## config.mk

```make
export PLATFORM = sky130hd
export DESIGN_NAME = tx_encoder
export DESIGN_NICKNAME = d
export VERILOG_FILES = /design/src/inc/txenc_pkg.sv /design/src/core/tx_encoder.sv
export SDC_FILE = /design/constraint.sdc
export NUM_CORES = 1
export LEC_CHECK = 0
export BUFFER_PORTS_ARGS = -buffer_cell sky130_fd_sc_hd__clkbuf_2
export CELL_PAD_IN_SITES_DETAIL_PLACEMENT = 0
export CELL_PAD_IN_SITES_GLOBAL_PLACEMENT = 1
export CORE_MARGIN = 2
export CORE_UTILIZATION = 44
export DETAILED_ROUTE_END_ITERATION = 6
export PLACE_DENSITY = 0.85
export SYNTH_ARGS = -nofsm -noshare
export SYNTH_HDL_FRONTEND = slang
export SYNTH_SLANG_ARGS = --single-unit
export TNS_END_PERCENT = 100
```

## constraint.sdc

```tcl
create_clock -name CLK -period 39.7 [get_ports CLK]
set_clock_uncertainty 0.05 [all_clocks]
set_input_delay 7.94 -clock CLK [delete_from_list [all_inputs] [get_ports CLK]]
set_output_delay 7.94 -clock CLK [all_outputs]
set_load 0.05 [all_outputs]
```

## src/inc/txenc_pkg.sv

```systemverilog
// ****************************************
// Shared constants and types
// ****************************************
package txenc_pkg;

  localparam int         DATA_W      = 32;
  localparam int         HALF_W      = 16;
  localparam int         SYM_W       = 10;
  localparam int         FRAME_W     = 20;
  localparam int         SYMS_W      = 40;
  localparam int         CTRL_W      = 14;
  localparam int         ADDR_W      = 8;

  // Rates of the link
  localparam int         MASTER_MHZ  = 40;
  localparam int         FAST_MHZ    = 80;
  localparam int         FAST_MBPS   = 1600;
  localparam int         SLOW_MBPS   = 800;

  // 8B/10B byte values
  localparam logic [7:0] K28_5       = 8'hBC;
  localparam logic [7:0] K23_7       = 8'hF7;
  localparam logic [7:0] K30_7       = 8'hFE;
  localparam logic [7:0] D5_6        = 8'hC5;
  localparam logic [7:0] D16_2       = 8'h50;
  localparam logic [5:0] K28_SIX     = 6'h0F;
  localparam logic [3:0] ALT7_FOUR   = 4'h7;

  // Conditional invert frame fields
  localparam logic [1:0]  CF_DATA          = 2'h2;
  localparam logic [1:0]  CF_CTRL          = 2'h1;
  localparam logic [19:0] FILL_SYMBOL_ZERO = 20'hF_F0C0;
  localparam logic [19:0] FILL_SYMBOL_ONE  = 20'hF_E0E0;

  // Register map
  localparam logic [7:0]  CTRL_OFFS    = 8'h00;
  localparam logic [7:0]  STATUS_OFFS  = 8'h04;
  localparam logic [7:0]  FRAMES_OFFS  = 8'h08;
  localparam int          CTRL_ON_BIT  = 0;
  localparam logic        CTRL_ON_RST  = 1'b1;
  localparam logic [1:0]  RESP_OKAY    = 2'h0;
  localparam logic [1:0]  RESP_SLVERR  = 2'h2;

  typedef enum logic [2:0] {
    FR_IDLE = 3'h0,
    FR_DATA = 3'h1,
    FR_CTRL = 3'h2,
    FR_EXT  = 3'h3,
    FR_ERR  = 3'h4
  } frame_kind_t;

  typedef struct packed {
    logic [31:0] din;
    logic [1:0]  flag;
    logic        dav;
    logic        cav;
    logic        fill_select;
  } tx_in_t;

  typedef struct packed {
    logic [23:0] rsvd;
    frame_kind_t kind;
    logic        ready;
    logic        fast;
    logic        cond_invert;
    logic        link_ready;
    logic        disparity;
  } status_t;

endpackage

```

## src/core/tx_encoder.sv

```systemverilog
// Implementation choices: the register addresses and the AXI4-Lite interface to the registers.
`timescale 1ns/1ps
module tx_encoder #(
  parameter int ADDR_W = txenc_pkg::ADDR_W
) (
  input  wire logic                          CLK,
  input  wire logic                          RST_N,
  input  wire logic [txenc_pkg::DATA_W-1:0]  DIN,
  input  wire logic [1:0]                    FLAG,
  input  wire logic                          DATA_VALID,
  input  wire logic                          CONTROL_VALID,
  input  wire logic                          FILL_SELECT,
  input  wire logic                          CONDITIONAL_INVERT_CODING,
  input  wire logic                          NARROW_WIDTH_PIN,
  input  wire logic                          LINK_READY,
  output logic      [txenc_pkg::SYMS_W-1:0]  TX_SYMBOLS,
  output logic                               TX_NARROW,
  input  wire logic [ADDR_W-1:0]             S_AXI_AWADDR,
  input  wire logic                          S_AXI_AWVALID,
  output logic                               S_AXI_AWREADY,
  input  wire logic [31:0]                   S_AXI_WDATA,
  input  wire logic [3:0]                    S_AXI_WSTRB,
  input  wire logic                          S_AXI_WVALID,
  output logic                               S_AXI_WREADY,
  output logic      [1:0]                    S_AXI_BRESP,
  output logic                               S_AXI_BVALID,
  input  wire logic                          S_AXI_BREADY,
  input  wire logic [ADDR_W-1:0]             S_AXI_ARADDR,
  input  wire logic                          S_AXI_ARVALID,
  output logic                               S_AXI_ARREADY,
  output logic      [31:0]                   S_AXI_RDATA,
  output logic      [1:0]                    S_AXI_RRESP,
  output logic                               S_AXI_RVALID,
  input  wire logic                          S_AXI_RREADY
);

  // ****************************************
  // 8B/10B byte coder
  // ****************************************
  function automatic logic [5:0] six_of(input logic [4:0] x);
    logic [5:0] s;
    s = 6'h00;
    unique case (x)
      5'h00: s = 6'h27;  5'h01: s = 6'h1D;  5'h02: s = 6'h2D;  5'h03: s = 6'h31;
      5'h04: s = 6'h35;  5'h05: s = 6'h29;  5'h06: s = 6'h19;  5'h07: s = 6'h38;
      5'h08: s = 6'h39;  5'h09: s = 6'h25;  5'h0A: s = 6'h15;  5'h0B: s = 6'h34;
      5'h0C: s = 6'h0D;  5'h0D: s = 6'h2C;  5'h0E: s = 6'h1C;  5'h0F: s = 6'h17;
      5'h10: s = 6'h1B;  5'h11: s = 6'h23;  5'h12: s = 6'h13;  5'h13: s = 6'h32;
      5'h14: s = 6'h0B;  5'h15: s = 6'h2A;  5'h16: s = 6'h1A;  5'h17: s = 6'h3A;
      5'h18: s = 6'h33;  5'h19: s = 6'h26;  5'h1A: s = 6'h16;  5'h1B: s = 6'h36;
      5'h1C: s = 6'h0E;  5'h1D: s = 6'h2E;  5'h1E: s = 6'h1E;  5'h1F: s = 6'h2B;
    endcase
    return s;
  endfunction

  function automatic logic [3:0] four_of(input logic [2:0] y);
    logic [3:0] f;
    f = 4'h0;
    unique case (y)
      3'h0: f = 4'hB;  3'h1: f = 4'h9;  3'h2: f = 4'h5;  3'h3: f = 4'hC;
      3'h4: f = 4'hD;  3'h5: f = 4'hA;  3'h6: f = 4'h6;  3'h7: f = 4'hE;
    endcase
    return f;
  endfunction

  // Returns {disparity out, abcdei fghj}; bit 9 leaves first
  function automatic logic [10:0] enc_byte(input logic [7:0] b, input logic k, input logic rd);
    logic [5:0] six;
    logic [3:0] four;
    logic       rd1;
    logic       rd2;
    logic [4:0] x;
    logic [2:0] y;
    x    = b[4:0];
    y    = b[7:5];
    six  = (k && x == 5'h1C) ? txenc_pkg::K28_SIX : six_of(x);
    if (rd && ($countones(six) != 3 || x == 5'h07)) begin
      six = ~six;
    end
    rd1  = rd ^ ($countones(six) != 3);
    four = four_of(y);
    // Alternate x.7 avoids a run of five on the line
    if (y == 3'h7 && (k || (!rd1 && (x == 5'h11 || x == 5'h12 || x == 5'h14))
        || (rd1 && (x == 5'h0B || x == 5'h0D || x == 5'h0E)))) begin
      four = txenc_pkg::ALT7_FOUR;
    end
    // Four-bit polarity
    // K28 flips a neutral tail too, or K28.5 would lose its comma pattern
    if ((rd1 && (y == 3'h0 || y == 3'h3 || y == 3'h4 || y == 3'h7))
        || (k && x == 5'h1C && !rd1 && !(y == 3'h0 || y == 3'h3 || y == 3'h4 || y == 3'h7))) begin
      four = ~four;
    end
    rd2  = rd1 ^ ($countones(four) != 2);
    return {rd2, six, four};
  endfunction

  // ****************************************
  // Conditional invert frame coder
  // ****************************************
  // Returns {disparity out, frame}; frame bits 9:0 leave first
  function automatic logic [20:0] conditional_invert_coding_frame(input logic [15:0] payload, input logic flag,
                                              input logic [1:0] cfield, input logic rd);
    logic [16:0] body;
    logic        inv;
    logic [19:0] fr;
    logic [4:0]  ones;
    body = {flag, payload};
    ones = 5'($countones(body));
    // Invert a heavy word at high disparity or a light word at low, either of which would push disparity further
    inv  = (rd && ones > 5'd8) || (!rd && ones < 5'd9);
    if (inv) begin
      body = ~body;
    end
    fr   = {cfield, inv, body};
    ones = 5'($countones(fr));
    return {(ones > 5'd10) ? 1'b1 : ((ones < 5'd10) ? 1'b0 : rd), fr};
  endfunction

  // ****************************************
  // Software registers
  // ****************************************
  logic                   tx_on_q;
  logic [15:0]            frames_q;
  logic                   rd_q;
  txenc_pkg::frame_kind_t kind_q;
  txenc_pkg::status_t     status;
  logic                   ready;

  logic [ADDR_W-1:0]      awaddr_q;
  logic                   aw_have_q;
  logic [31:0]            wdata_q;
  logic [3:0]             wstrb_q;
  logic                   w_have_q;
  logic                   wr_go;
  logic                   frames_clr;

  // Idle until lock and software enable
  assign ready  = LINK_READY & tx_on_q;
  assign wr_go  = aw_have_q & w_have_q & ~S_AXI_BVALID;
  assign frames_clr = wr_go && awaddr_q[7:0] == txenc_pkg::FRAMES_OFFS;

  always_comb begin
    status             = '0;
    status.kind        = kind_q;
    status.ready       = ready;
    status.fast        = ~NARROW_WIDTH_PIN;
    status.cond_invert = CONDITIONAL_INVERT_CODING;
    status.link_ready  = LINK_READY;
    status.disparity   = rd_q;
  end

  // Write address and data, either order
  always_ff @(posedge CLK) begin
    if (!RST_N) begin
      S_AXI_AWREADY <= 1'b0;
      aw_have_q     <= 1'b0;
      awaddr_q      <= '0;
    end else begin
      S_AXI_AWREADY <= !S_AXI_AWREADY && S_AXI_AWVALID && !aw_have_q && !S_AXI_BVALID;
      if (S_AXI_AWREADY && S_AXI_AWVALID) begin
        aw_have_q <= 1'b1;
        awaddr_q  <= S_AXI_AWADDR;
      end else if (wr_go) begin
        aw_have_q <= 1'b0;
      end
    end
  end

  always_ff @(posedge CLK) begin
    if (!RST_N) begin
      S_AXI_WREADY <= 1'b0;
      w_have_q     <= 1'b0;
      wdata_q      <= '0;
      wstrb_q      <= '0;
    end else begin
      S_AXI_WREADY <= !S_AXI_WREADY && S_AXI_WVALID && !w_have_q && !S_AXI_BVALID;
      if (S_AXI_WREADY && S_AXI_WVALID) begin
        w_have_q <= 1'b1;
        wdata_q  <= S_AXI_WDATA;
        wstrb_q  <= S_AXI_WSTRB;
      end else if (wr_go) begin
        w_have_q <= 1'b0;
      end
    end
  end

  // Register write and response
  always_ff @(posedge CLK) begin
    if (!RST_N) begin
      tx_on_q      <= txenc_pkg::CTRL_ON_RST;
      S_AXI_BVALID <= 1'b0;
      S_AXI_BRESP  <= txenc_pkg::RESP_OKAY;
    end else if (wr_go) begin
      S_AXI_BVALID <= 1'b1;
      S_AXI_BRESP  <= txenc_pkg::RESP_OKAY;
      if (awaddr_q[7:0] == txenc_pkg::CTRL_OFFS) begin
        if (wstrb_q[0]) begin
          tx_on_q <= wdata_q[txenc_pkg::CTRL_ON_BIT];
        end
      end else if (awaddr_q[7:0] != txenc_pkg::STATUS_OFFS && !frames_clr) begin
        S_AXI_BRESP <= txenc_pkg::RESP_SLVERR;
      end
    end else if (S_AXI_BVALID && S_AXI_BREADY) begin
      S_AXI_BVALID <= 1'b0;
    end
  end

  // Register read
  always_ff @(posedge CLK) begin
    if (!RST_N) begin
      S_AXI_ARREADY <= 1'b0;
      S_AXI_RVALID  <= 1'b0;
      S_AXI_RDATA   <= '0;
      S_AXI_RRESP   <= txenc_pkg::RESP_OKAY;
    end else begin
      S_AXI_ARREADY <= !S_AXI_ARREADY && S_AXI_ARVALID && !S_AXI_RVALID;
      if (S_AXI_ARREADY && S_AXI_ARVALID) begin
        S_AXI_RVALID <= 1'b1;
        S_AXI_RRESP  <= txenc_pkg::RESP_OKAY;
        unique case (S_AXI_ARADDR[7:0])
          txenc_pkg::CTRL_OFFS:   S_AXI_RDATA <= {31'h0000_0000, tx_on_q};
          txenc_pkg::STATUS_OFFS: S_AXI_RDATA <= status;
          txenc_pkg::FRAMES_OFFS: S_AXI_RDATA <= {16'h0000, frames_q};
          default: begin
            S_AXI_RDATA <= 32'h0000_0000;
            S_AXI_RRESP <= txenc_pkg::RESP_SLVERR;
          end
        endcase
      end else if (S_AXI_RVALID && S_AXI_RREADY) begin
        S_AXI_RVALID <= 1'b0;
      end
    end
  end

  // ****************************************
  // Frame selection and coding
  // ****************************************
  txenc_pkg::tx_in_t      in_w;
  txenc_pkg::frame_kind_t kind_d;
  logic [txenc_pkg::SYMS_W-1:0] sym_d;
  logic                   rd_d;

  assign in_w = '{din: DIN, flag: FLAG, dav: DATA_VALID, cav: CONTROL_VALID,
                  fill_select: FILL_SELECT};

  always_comb begin
    kind_d = txenc_pkg::FR_IDLE;
    if (ready) begin
      if (CONDITIONAL_INVERT_CODING) begin
        if (in_w.cav) begin
          kind_d = txenc_pkg::FR_CTRL;
        end else if (in_w.dav) begin
          kind_d = txenc_pkg::FR_DATA;
        end
      end else begin
        unique case ({in_w.cav, in_w.dav})
          2'b01:   kind_d = txenc_pkg::FR_DATA;
          2'b10:   kind_d = txenc_pkg::FR_EXT;
          2'b11:   kind_d = txenc_pkg::FR_ERR;
          default: kind_d = txenc_pkg::FR_IDLE;
        endcase
      end
    end
  end

  always_comb begin
    logic [20:0]  cf;
    logic [10:0]  e0;
    logic [10:0]  e1;
    logic [15:0]  half;
    logic [7:0]   b0;
    logic [7:0]   b1;
    logic         k0;
    logic         k1;
    logic         rd;
    logic [19:0]  word;
    cf    = '0;
    e0    = '0;
    e1    = '0;
    half  = '0;
    b0    = '0;
    b1    = '0;
    k0    = 1'b0;
    k1    = 1'b0;
    word  = '0;
    rd    = rd_q;
    sym_d = '0;
    // Slow mode codes one half only
    for (int h = 0; h < 2; h++) begin
      if (h == 0 || !NARROW_WIDTH_PIN) begin
        half = in_w.din[h*txenc_pkg::HALF_W +: txenc_pkg::HALF_W];
        if (CONDITIONAL_INVERT_CODING) begin
          unique case (kind_d)
            txenc_pkg::FR_DATA: begin
              cf   = conditional_invert_coding_frame(half, in_w.flag[h], txenc_pkg::CF_DATA, rd);
              word = cf[19:0];
              rd   = cf[20];
            end
            txenc_pkg::FR_CTRL: begin
              cf   = conditional_invert_coding_frame({2'b00, half[txenc_pkg::CTRL_W-1:0]}, 1'b0, txenc_pkg::CF_CTRL, rd);
              word = cf[19:0];
              rd   = cf[20];
            end
            default: begin
              word = in_w.fill_select ? txenc_pkg::FILL_SYMBOL_ONE : txenc_pkg::FILL_SYMBOL_ZERO;
            end
          endcase
        end else begin
          unique case (kind_d)
            txenc_pkg::FR_DATA: begin
              b0 = half[7:0];
              b1 = half[15:8];
              k0 = 1'b0;
              k1 = 1'b0;
            end
            txenc_pkg::FR_EXT: begin
              b0 = txenc_pkg::K23_7;
              b1 = txenc_pkg::K23_7;
              k0 = 1'b1;
              k1 = 1'b1;
            end
            txenc_pkg::FR_ERR: begin
              b0 = txenc_pkg::K30_7;
              b1 = txenc_pkg::K30_7;
              k0 = 1'b1;
              k1 = 1'b1;
            end
            default: begin
              b0 = txenc_pkg::K28_5;
              b1 = rd ? txenc_pkg::D5_6 : txenc_pkg::D16_2;
              k0 = 1'b1;
              k1 = 1'b0;
            end
          endcase
          e0   = enc_byte(b0, k0, rd);
          e1   = enc_byte(b1, k1, e0[10]);
          rd   = e1[10];
          word = {e1[9:0], e0[9:0]};
        end
        sym_d[h*txenc_pkg::FRAME_W +: txenc_pkg::FRAME_W] = word;
      end
    end
    rd_d = rd;
  end

  // ****************************************
  // Output stage
  // ****************************************
  // Whole master cycle per register load
  always_ff @(posedge CLK) begin
    if (!RST_N) begin
      TX_SYMBOLS <= '0;
      TX_NARROW  <= 1'b0;
      kind_q     <= txenc_pkg::FR_IDLE;
    end else begin
      TX_SYMBOLS <= sym_d;
      TX_NARROW  <= NARROW_WIDTH_PIN;
      kind_q     <= kind_d;
    end
  end

  always_ff @(posedge CLK) begin
    if (!RST_N) begin
      rd_q <= 1'b0;
    end else begin
      rd_q <= rd_d;
    end
  end

  // Clear with a frame in the same cycle loads one, so no frame is lost
  always_ff @(posedge CLK) begin
    if (!RST_N) begin
      frames_q <= '0;
    end else if (kind_d == txenc_pkg::FR_DATA) begin
      frames_q <= frames_clr ? 16'h0001 : frames_q + 16'h0001;
    end else if (frames_clr) begin
      frames_q <= '0;
    end
  end

endmodule

```

==> reports/metrics.csv, run 1 <==
stage,metric,value,unit
cts,clock tree from TritonCTS,yes,
worst_hold_path,worst min-delay path class,reg -> reg,
synth,proportion of register bits with asynchronous set or reset after synthesis,0,%
global_route,total gr overflow,0,
cts,"buffers from clock root to sink, at most",2,
cts,Skew-Pair Late Insertion Delay,0.36,ns
cts,number of H-tree branching levels,3,
timing,TNS Setup,0,ns
synth,post-synth top area share,16.07,%
synth,number of enable flip-flop cells after synthesis,0,
worst_hold_path,cell depth of the worst hold path,1,
global_route,vias in the first global route,10442,
routing,detail-routed via count per cell,5.697,
synth,average cell area after synthesis,8.101,sq um
synth,cell with the most instances after synthesis,sky130_fd_sc_hd__inv_1,
routing,drt first-iter violations,884,
global_route,antenna violations before repair,1,
cells_and_area,Synth-to-Final Area Change,9.669,%
setup_path,critical path endpoint category,flop,
placement,Port Buffers,128,
synth,Syn. warnings,0,
timing,Worst Max-Slew Pin Slew,1.165,ns
timing,worst slew margin relative to its limit,22.31,%
setup_path,kind of start point of the critical path,input port,
timing,unrepaired setup endpoints after global routing,no,
floorplanning,Std-Cell Core Area,26950,sq um
cts,setup fix buffers added after clock tree synthesis,0,
setup_path,instance count on the critical path,105,
routing,drc violations,0,
cts,clock slew at reported path FFs,0.09,ns
timing,final setup vio count,0,
cts,number of sinks handled by clock tree synthesis,97,
global_route,global-route wire length before repair,55200,um
setup_path,buffers and inverters on the worst path,17,
routing,overall routed net length,34760,um
run_status,status,"finished, final reports clean",
timing,pins over their slew limit,0,
cts,Root Driver,sky130_fd_sc_hd__clkbuf_16,
synth,commonest cells in the synthesized netlist,"147 x sky130_fd_sc_hd__inv_1, 139 x sky130_fd_sc_hd__nor2_1, 125 x sky130_fd_sc_hd__ha_1",
floorplanning,initial core utilization,44.85,%
cts,number of hold buffers added after cts,0,
setup_path,maximum fanout encountered on the critical timing path,10,
cts,TritonCTS Buffers,9,
setup_path,Worst R2R Path Depth,102,
timing,number of endpoints with negative hold slack in the final report,0,
cells_and_area,net count reported at finish,1878,
setup_path,cell with the most instances on the worst path,sky130_fd_sc_hd__ha_1,
synth,Main synth FF type,sky130_fd_sc_hd__dfxtp_1,
flow_run,number of violations of the max-capacitance limit,0,
floorplanning,Cell Rows,60,
timing,Fmax,28.16,MHz
floorplanning,horizontal extent of the die,169.7,um
synth,number of synthesized register bits,97,
placement,half-perimeter wire length after placement,27010,um
routing,routed length per instance,18.15,um
cts,number of gates resized after CTS,0,
synth,sequential cell area fraction in the yosys report,16.07,%
setup_path,"Arr. time, crit path",35.73,ns
synth,synthesized netlist cell count,1492,
synth,combined area of all synthesized cells,12090,sq um
setup_path,Top delay family on crit path,adder cells,
floorplanning,boundary pin count,181,
setup_path,CP max stage delay,0.66,ns
synth,unique cell type count in the Yosys netlist,84,
setup_path,endpoint required time on the critical path,39.91,ns
global_route,largest net degree at the start of global routing,52,
synth,cell types with the largest area share after synthesis,"sky130_fd_sc_hd__dfxtp_1 16%, sky130_fd_sc_hd__fa_1 14%, sky130_fd_sc_hd__ha_1 13%",
routing,iteration count of the initial detailed-routing pass,6,
setup_path,slowest cell on the critical path,sky130_fd_sc_hd__o31ai_2,
timing,crit path time final,35.51,ns
routing,antenna-violating nets left,0,
placement,GPL Wtd Cong,0.9090,
setup_path,class of the most critical setup path,in -> reg,
timing,final critical-path share of the clock period,89.45,%
global_route,combined global-route utilization of all metal layers,24.21,%
floorplanning,Total Die Area,28810,sq um
synth,post-synthesis cell type with the largest combined area,sky130_fd_sc_hd__dfxtp_1,
cells_and_area,layout cells sized above 1,12.78,%
floorplanning,Die Y,169.7,um
routing,Vias,10909,
## flip-flops by register name, summed over array words and instances, names as in the netlist
register,count
S_AXI_RRESP,1
awaddr_q,8
S_AXI_BVALID,1
kind_q,3
TX_SYMBOLS,40
wstrb_q,1
tx_on_q,1
S_AXI_RDATA,16
w_have_q,1
rd_q,1
S_AXI_ARREADY,1
S_AXI_RVALID,1
S_AXI_WREADY,1
frames_q,16
S_AXI_BRESP,1
S_AXI_AWREADY,1
wdata_q,1
TX_NARROW,1
aw_have_q,1
## logic make-up (layout without fill, tap and decap cells)
kind of cell / after synthesis / count (layout) / synth area share, %
AND/OR/NAND/NOR: 433 / 433 / 16.59
AO/OA/AOI/OAI: 355 / 355 / 20.55
buffers and inverters: 248 / 312 / 8.354
adder cells (fa/ha/maj): 211 / 211 / 27.18
XOR/XNOR: 128 / 128 / 9.627
flip-flops: 97 / 97 / 16.07
multiplexers: 19 / 19 / 1.594
other: 1 / 19 / 0.03103
## placed cells by master, fill, tap and decap left out, types with 7 or more instances in the layout
cell type	Yosys	routed
sky130_fd_sc_hd__a221o_1	12	12
sky130_fd_sc_hd__fa_1	86	86
sky130_fd_sc_hd__and2_1	11	11
sky130_fd_sc_hd__conb_1	1	18
sky130_fd_sc_hd__a21oi_1	87	87
sky130_fd_sc_hd__o22ai_1	7	7
sky130_fd_sc_hd__nor2_1	139	139
sky130_fd_sc_hd__nor3_1	53	53
sky130_fd_sc_hd__inv_1	147	147
sky130_fd_sc_hd__a21o_1	10	10
sky130_fd_sc_hd__buf_4	19	19
sky130_fd_sc_hd__xnor2_1	74	71
sky130_fd_sc_hd__mux2i_1	17	17
sky130_fd_sc_hd__nand3_1	26	26
sky130_fd_sc_hd__a22oi_1	20	20
sky130_fd_sc_hd__and3_1	13	13
sky130_fd_sc_hd__a221oi_1	11	11
sky130_fd_sc_hd__clkbuf_2	0	128
sky130_fd_sc_hd__o221ai_1	8	8
sky130_fd_sc_hd__o21ai_0	64	64
sky130_fd_sc_hd__o211ai_1	17	17
sky130_fd_sc_hd__or3_1	14	14
sky130_fd_sc_hd__dfxtp_1	97	97
sky130_fd_sc_hd__nand2_1	124	124
sky130_fd_sc_hd__clkbuf_16	0	9
sky130_fd_sc_hd__nor3b_1	7	7
sky130_fd_sc_hd__ha_1	125	125
sky130_fd_sc_hd__o21a_1	8	8
sky130_fd_sc_hd__a211oi_1	19	19
sky130_fd_sc_hd__xor2_1	50	50
sky130_fd_sc_hd__a31oi_1	10	10
## path summary, 6_finish.rpt
check	start	endpoint	slack (ns)
worst max register to register	tx_on_q	rd_q	12.02
worst min-delay path	aw_have_q	S_AXI_AWREADY	0.39
worst min register to register	aw_have_q	S_AXI_AWREADY	0.39
worst max-delay path	DATA_VALID	rd_q	4.19
## cell type report
class | count | area (sq um)
multi-input combinational | 1164 | 9235
tap | 341 | 426.7
timing repair buffer | 147 | 783.3
inverter | 149 | 559.3
clock inverter | 7 | 81.33
fill | 2667 | 13700
antenna | 1 | 2.502
clock buffer | 9 | 225.2
sequential | 97 | 1942
## metal layers
metal	wire [um]	global-route usage [%]	vias up	part of all wire [%]
met3	2640	3.755	70	7.6
met5	0	0	-	0
met4	1185	8.770	0	3.4
met2	15940	40.27	446	46
li1	-	-	5268	-
met1	14990	31.89	5125	43
## metrics by stage
step	cell area (sq um)	utilization, %	setup slack, ns	std cells	hold WS [ns]
4_1_cts	13250	49.17	4.113	1914	0.3986
3_5_place_dp	12950	48.04	3.853	1898	0.3916
3_3_place_gp	12950	48.04	4.217	1898	0.3828
2_1_floorplan	12150	-	7.269	1509	0.3651
6_report	13260	49.18	4.187	1915	0.3922
5_1_grt	13250	49.17	2.294	1914	0.4125
Power of run 1 is not shown: default switching activity piles up to over one toggle a cycle in this logic, so the estimate is an artifact.
==> run 2, diff against run 1 <==
CORE_ASPECT_RATIO = 1.4   (was default)
==> run 2 against run 1 <==
  * Non-clock buffer count down 2
  * Global-route usage up 0.25 points
  * Sequential share of layout area about the same
  * Die area about the same
  * Fmax down 1.2%
  * Worst hold slack better by 0.0038 ns
  * Wire length up 0.65%
  * Register-to-register slack worse by 0.28 ns
  * Cell count up 1.2%
==> reports/metrics.csv, run 2 (synthesized netlist as in run 1, its figures left out) <==
stage,metric,value,unit
setup_path,CP max stage delay,0.70,ns
global_route,total gr overflow,0,
global_route,global-route wire length before repair,55830,um
timing,unrepaired setup endpoints after global routing,no,
setup_path,cell with the most instances on the worst path,sky130_fd_sc_hd__ha_1,
cells_and_area,Synth-to-Final Area Change,9.700,%
cells_and_area,area of the multi-input gates,9235,sq um
worst_hold_path,Worst Hold Path EP,S_AXI_AWREADY,
routing,drc violations,0,
routing,iteration count of the initial detailed-routing pass,5,
placement,Port Buffers,128,
cells_and_area,number of inserted filler cells in the final layout,2641,
cells_and_area,highest-count cells in the layout ignoring fill and taps,"147 x sky130_fd_sc_hd__inv_1, 139 x sky130_fd_sc_hd__nor2_1, 128 x sky130_fd_sc_hd__clkbuf_2",
routing,antenna-violating nets left,0,
floorplanning,Cell Rows,71,
cts,number of H-tree branching levels,3,
routing,drt first-iter violations,678,
cts,clock tree from TritonCTS,yes,
cts,number of hold buffers added after cts,0,
setup_path,"Arr. time, crit path",36.16,ns
flow_run,number of violations of the max-capacitance limit,0,
cts,clock slew at reported path FFs,0.08,ns
setup_path,Worst R2R Path Depth,102,
setup_path,class of the most critical setup path,in -> reg,
floorplanning,Total Die Area,28830,sq um
cells_and_area,"most common cell after layout, fill and taps aside",sky130_fd_sc_hd__inv_1,
cts,TritonCTS Buffers,9,
setup_path,capture point of the worst reg-to-reg path,rd_q,
cells_and_area,Util after Layout,49.26,%
timing,final critical-path share of the clock period,90.56,%
global_route,antenna violations before repair,1,
setup_path,endpoint required time on the critical path,39.91,ns
worst_hold_path,worst min-delay path class,reg -> reg,
timing,Fmax,27.82,MHz
cts,"buffers from clock root to sink, at most",2,
timing,worst slew margin relative to its limit,20.69,%
cells_and_area,number of flip-flops in the largest register,40,
cts,Skew-Pair Late Insertion Delay,0.36,ns
setup_path,kind of start point of the critical path,input port,
cts,setup fix buffers added after clock tree synthesis,0,
setup_path,maximum fanout encountered on the critical timing path,51,
cts,number of sinks handled by clock tree synthesis,97,
cells_and_area,layout cells sized above 1,12.67,%
cts,Root Driver,sky130_fd_sc_hd__clkbuf_16,
timing,final setup vio count,0,
worst_hold_path,cell depth of the worst hold path,1,
routing,Vias,10910,
cells_and_area,net count reported at finish,1876,
floorplanning,Std-Cell Core Area,26920,sq um
global_route,combined global-route utilization of all metal layers,24.46,%
routing,routed length per instance,18.05,um
cts,number of gates resized after CTS,0,
global_route,largest net degree at the start of global routing,52,
timing,pins over their slew limit,0,
worst_hold_path,launch instance of the worst min-delay path,aw_have_q,
timing,crit path time final,35.95,ns
cells_and_area,area of all sequential standard cells,1942,sq um
run_status,status,"finished, final reports clean",
cells_and_area,biggest registers after layout,"TX_SYMBOLS x40, S_AXI_RDATA x16, frames_q x16",
floorplanning,horizontal extent of the die,144.1,um
floorplanning,Die Y,200.1,um
global_route,vias in the first global route,10940,
timing,Fin Hold WS,0.3960,ns
setup_path,worst r2r src,tx_on_q,
setup_path,slowest cell on the critical path,sky130_fd_sc_hd__o31ai_2,
routing,overall routed net length,34990,um
timing,number of endpoints with negative hold slack in the final report,0,
routing,detail-routed via count per cell,5.630,
placement,GPL Wtd Cong,0.9643,
timing,TNS Setup,0,ns
setup_path,critical path endpoint category,flop,
setup_path,"reg-to-reg slack, setup",11.74,ns
floorplanning,boundary pin count,181,
cells_and_area,register name with the most flops,TX_SYMBOLS,
placement,half-perimeter wire length after placement,27820,um
floorplanning,initial core utilization,44.90,%
timing,Worst Max-Slew Pin Slew,1.190,ns
## run 2: per-layer routing
layer	share of wire (%)	global-route usage [%]	vias to the layer above
met2	50	44.01	382
li1	-	-	5267
met5	0	0	-
met1	39	28.35	5173
met4	4.6	10.64	0
met3	6.4	3.562	88
## run 2: area by class of cell
class	count	share of cell area, %
Inverter	149	4.218
Timing Repair Buffer	145	5.794
Tap cell	365	3.444
Clock buffer	9	1.699
Multi-Input combinational cell	1164	69.65
Antenna cell	2	0.03775
Sequential cell	97	14.65
Clock inverter	7	0.5096
## run 2: worst max path at each step
stage / startpoint / endpoint
3_5_place_dp: CONDITIONAL_INVERT_CODING / rd_q
5_1_grt: CONDITIONAL_INVERT_CODING / rd_q
6_report: CONDITIONAL_INVERT_CODING / rd_q
3_3_place_gp: CONDITIONAL_INVERT_CODING / rd_q
4_1_cts: CONDITIONAL_INVERT_CODING / rd_q
2_1_floorplan: DATA_VALID / rd_q
## run 2: worst max-delay path: cells and delay by family
kind                     cells  cell delay, ns
multiplexers                 2            0.93
buffers and inverters       17            1.48
adder cells (fa/ha/maj)     33           11.63
AO/OA/AOI/OAI               20            5.55
XOR/XNOR                    16            4.06
AND/OR/NAND/NOR             16            4.54
## run 2: metrics by stage
step / instances / worst slack (ns) / cell area, sq um
after floorplan: 1509 / 7.269 / 12150
after global placement: 1920 / 3.801 / 12960
after detailed placement: 1920 / 3.500 / 12960
after CTS: 1936 / 3.846 / 13250
after global routing: 1936 / 2.000 / 13250
final: 1938 / 3.749 / 13260
Power of run 2 is left out for the same reason.
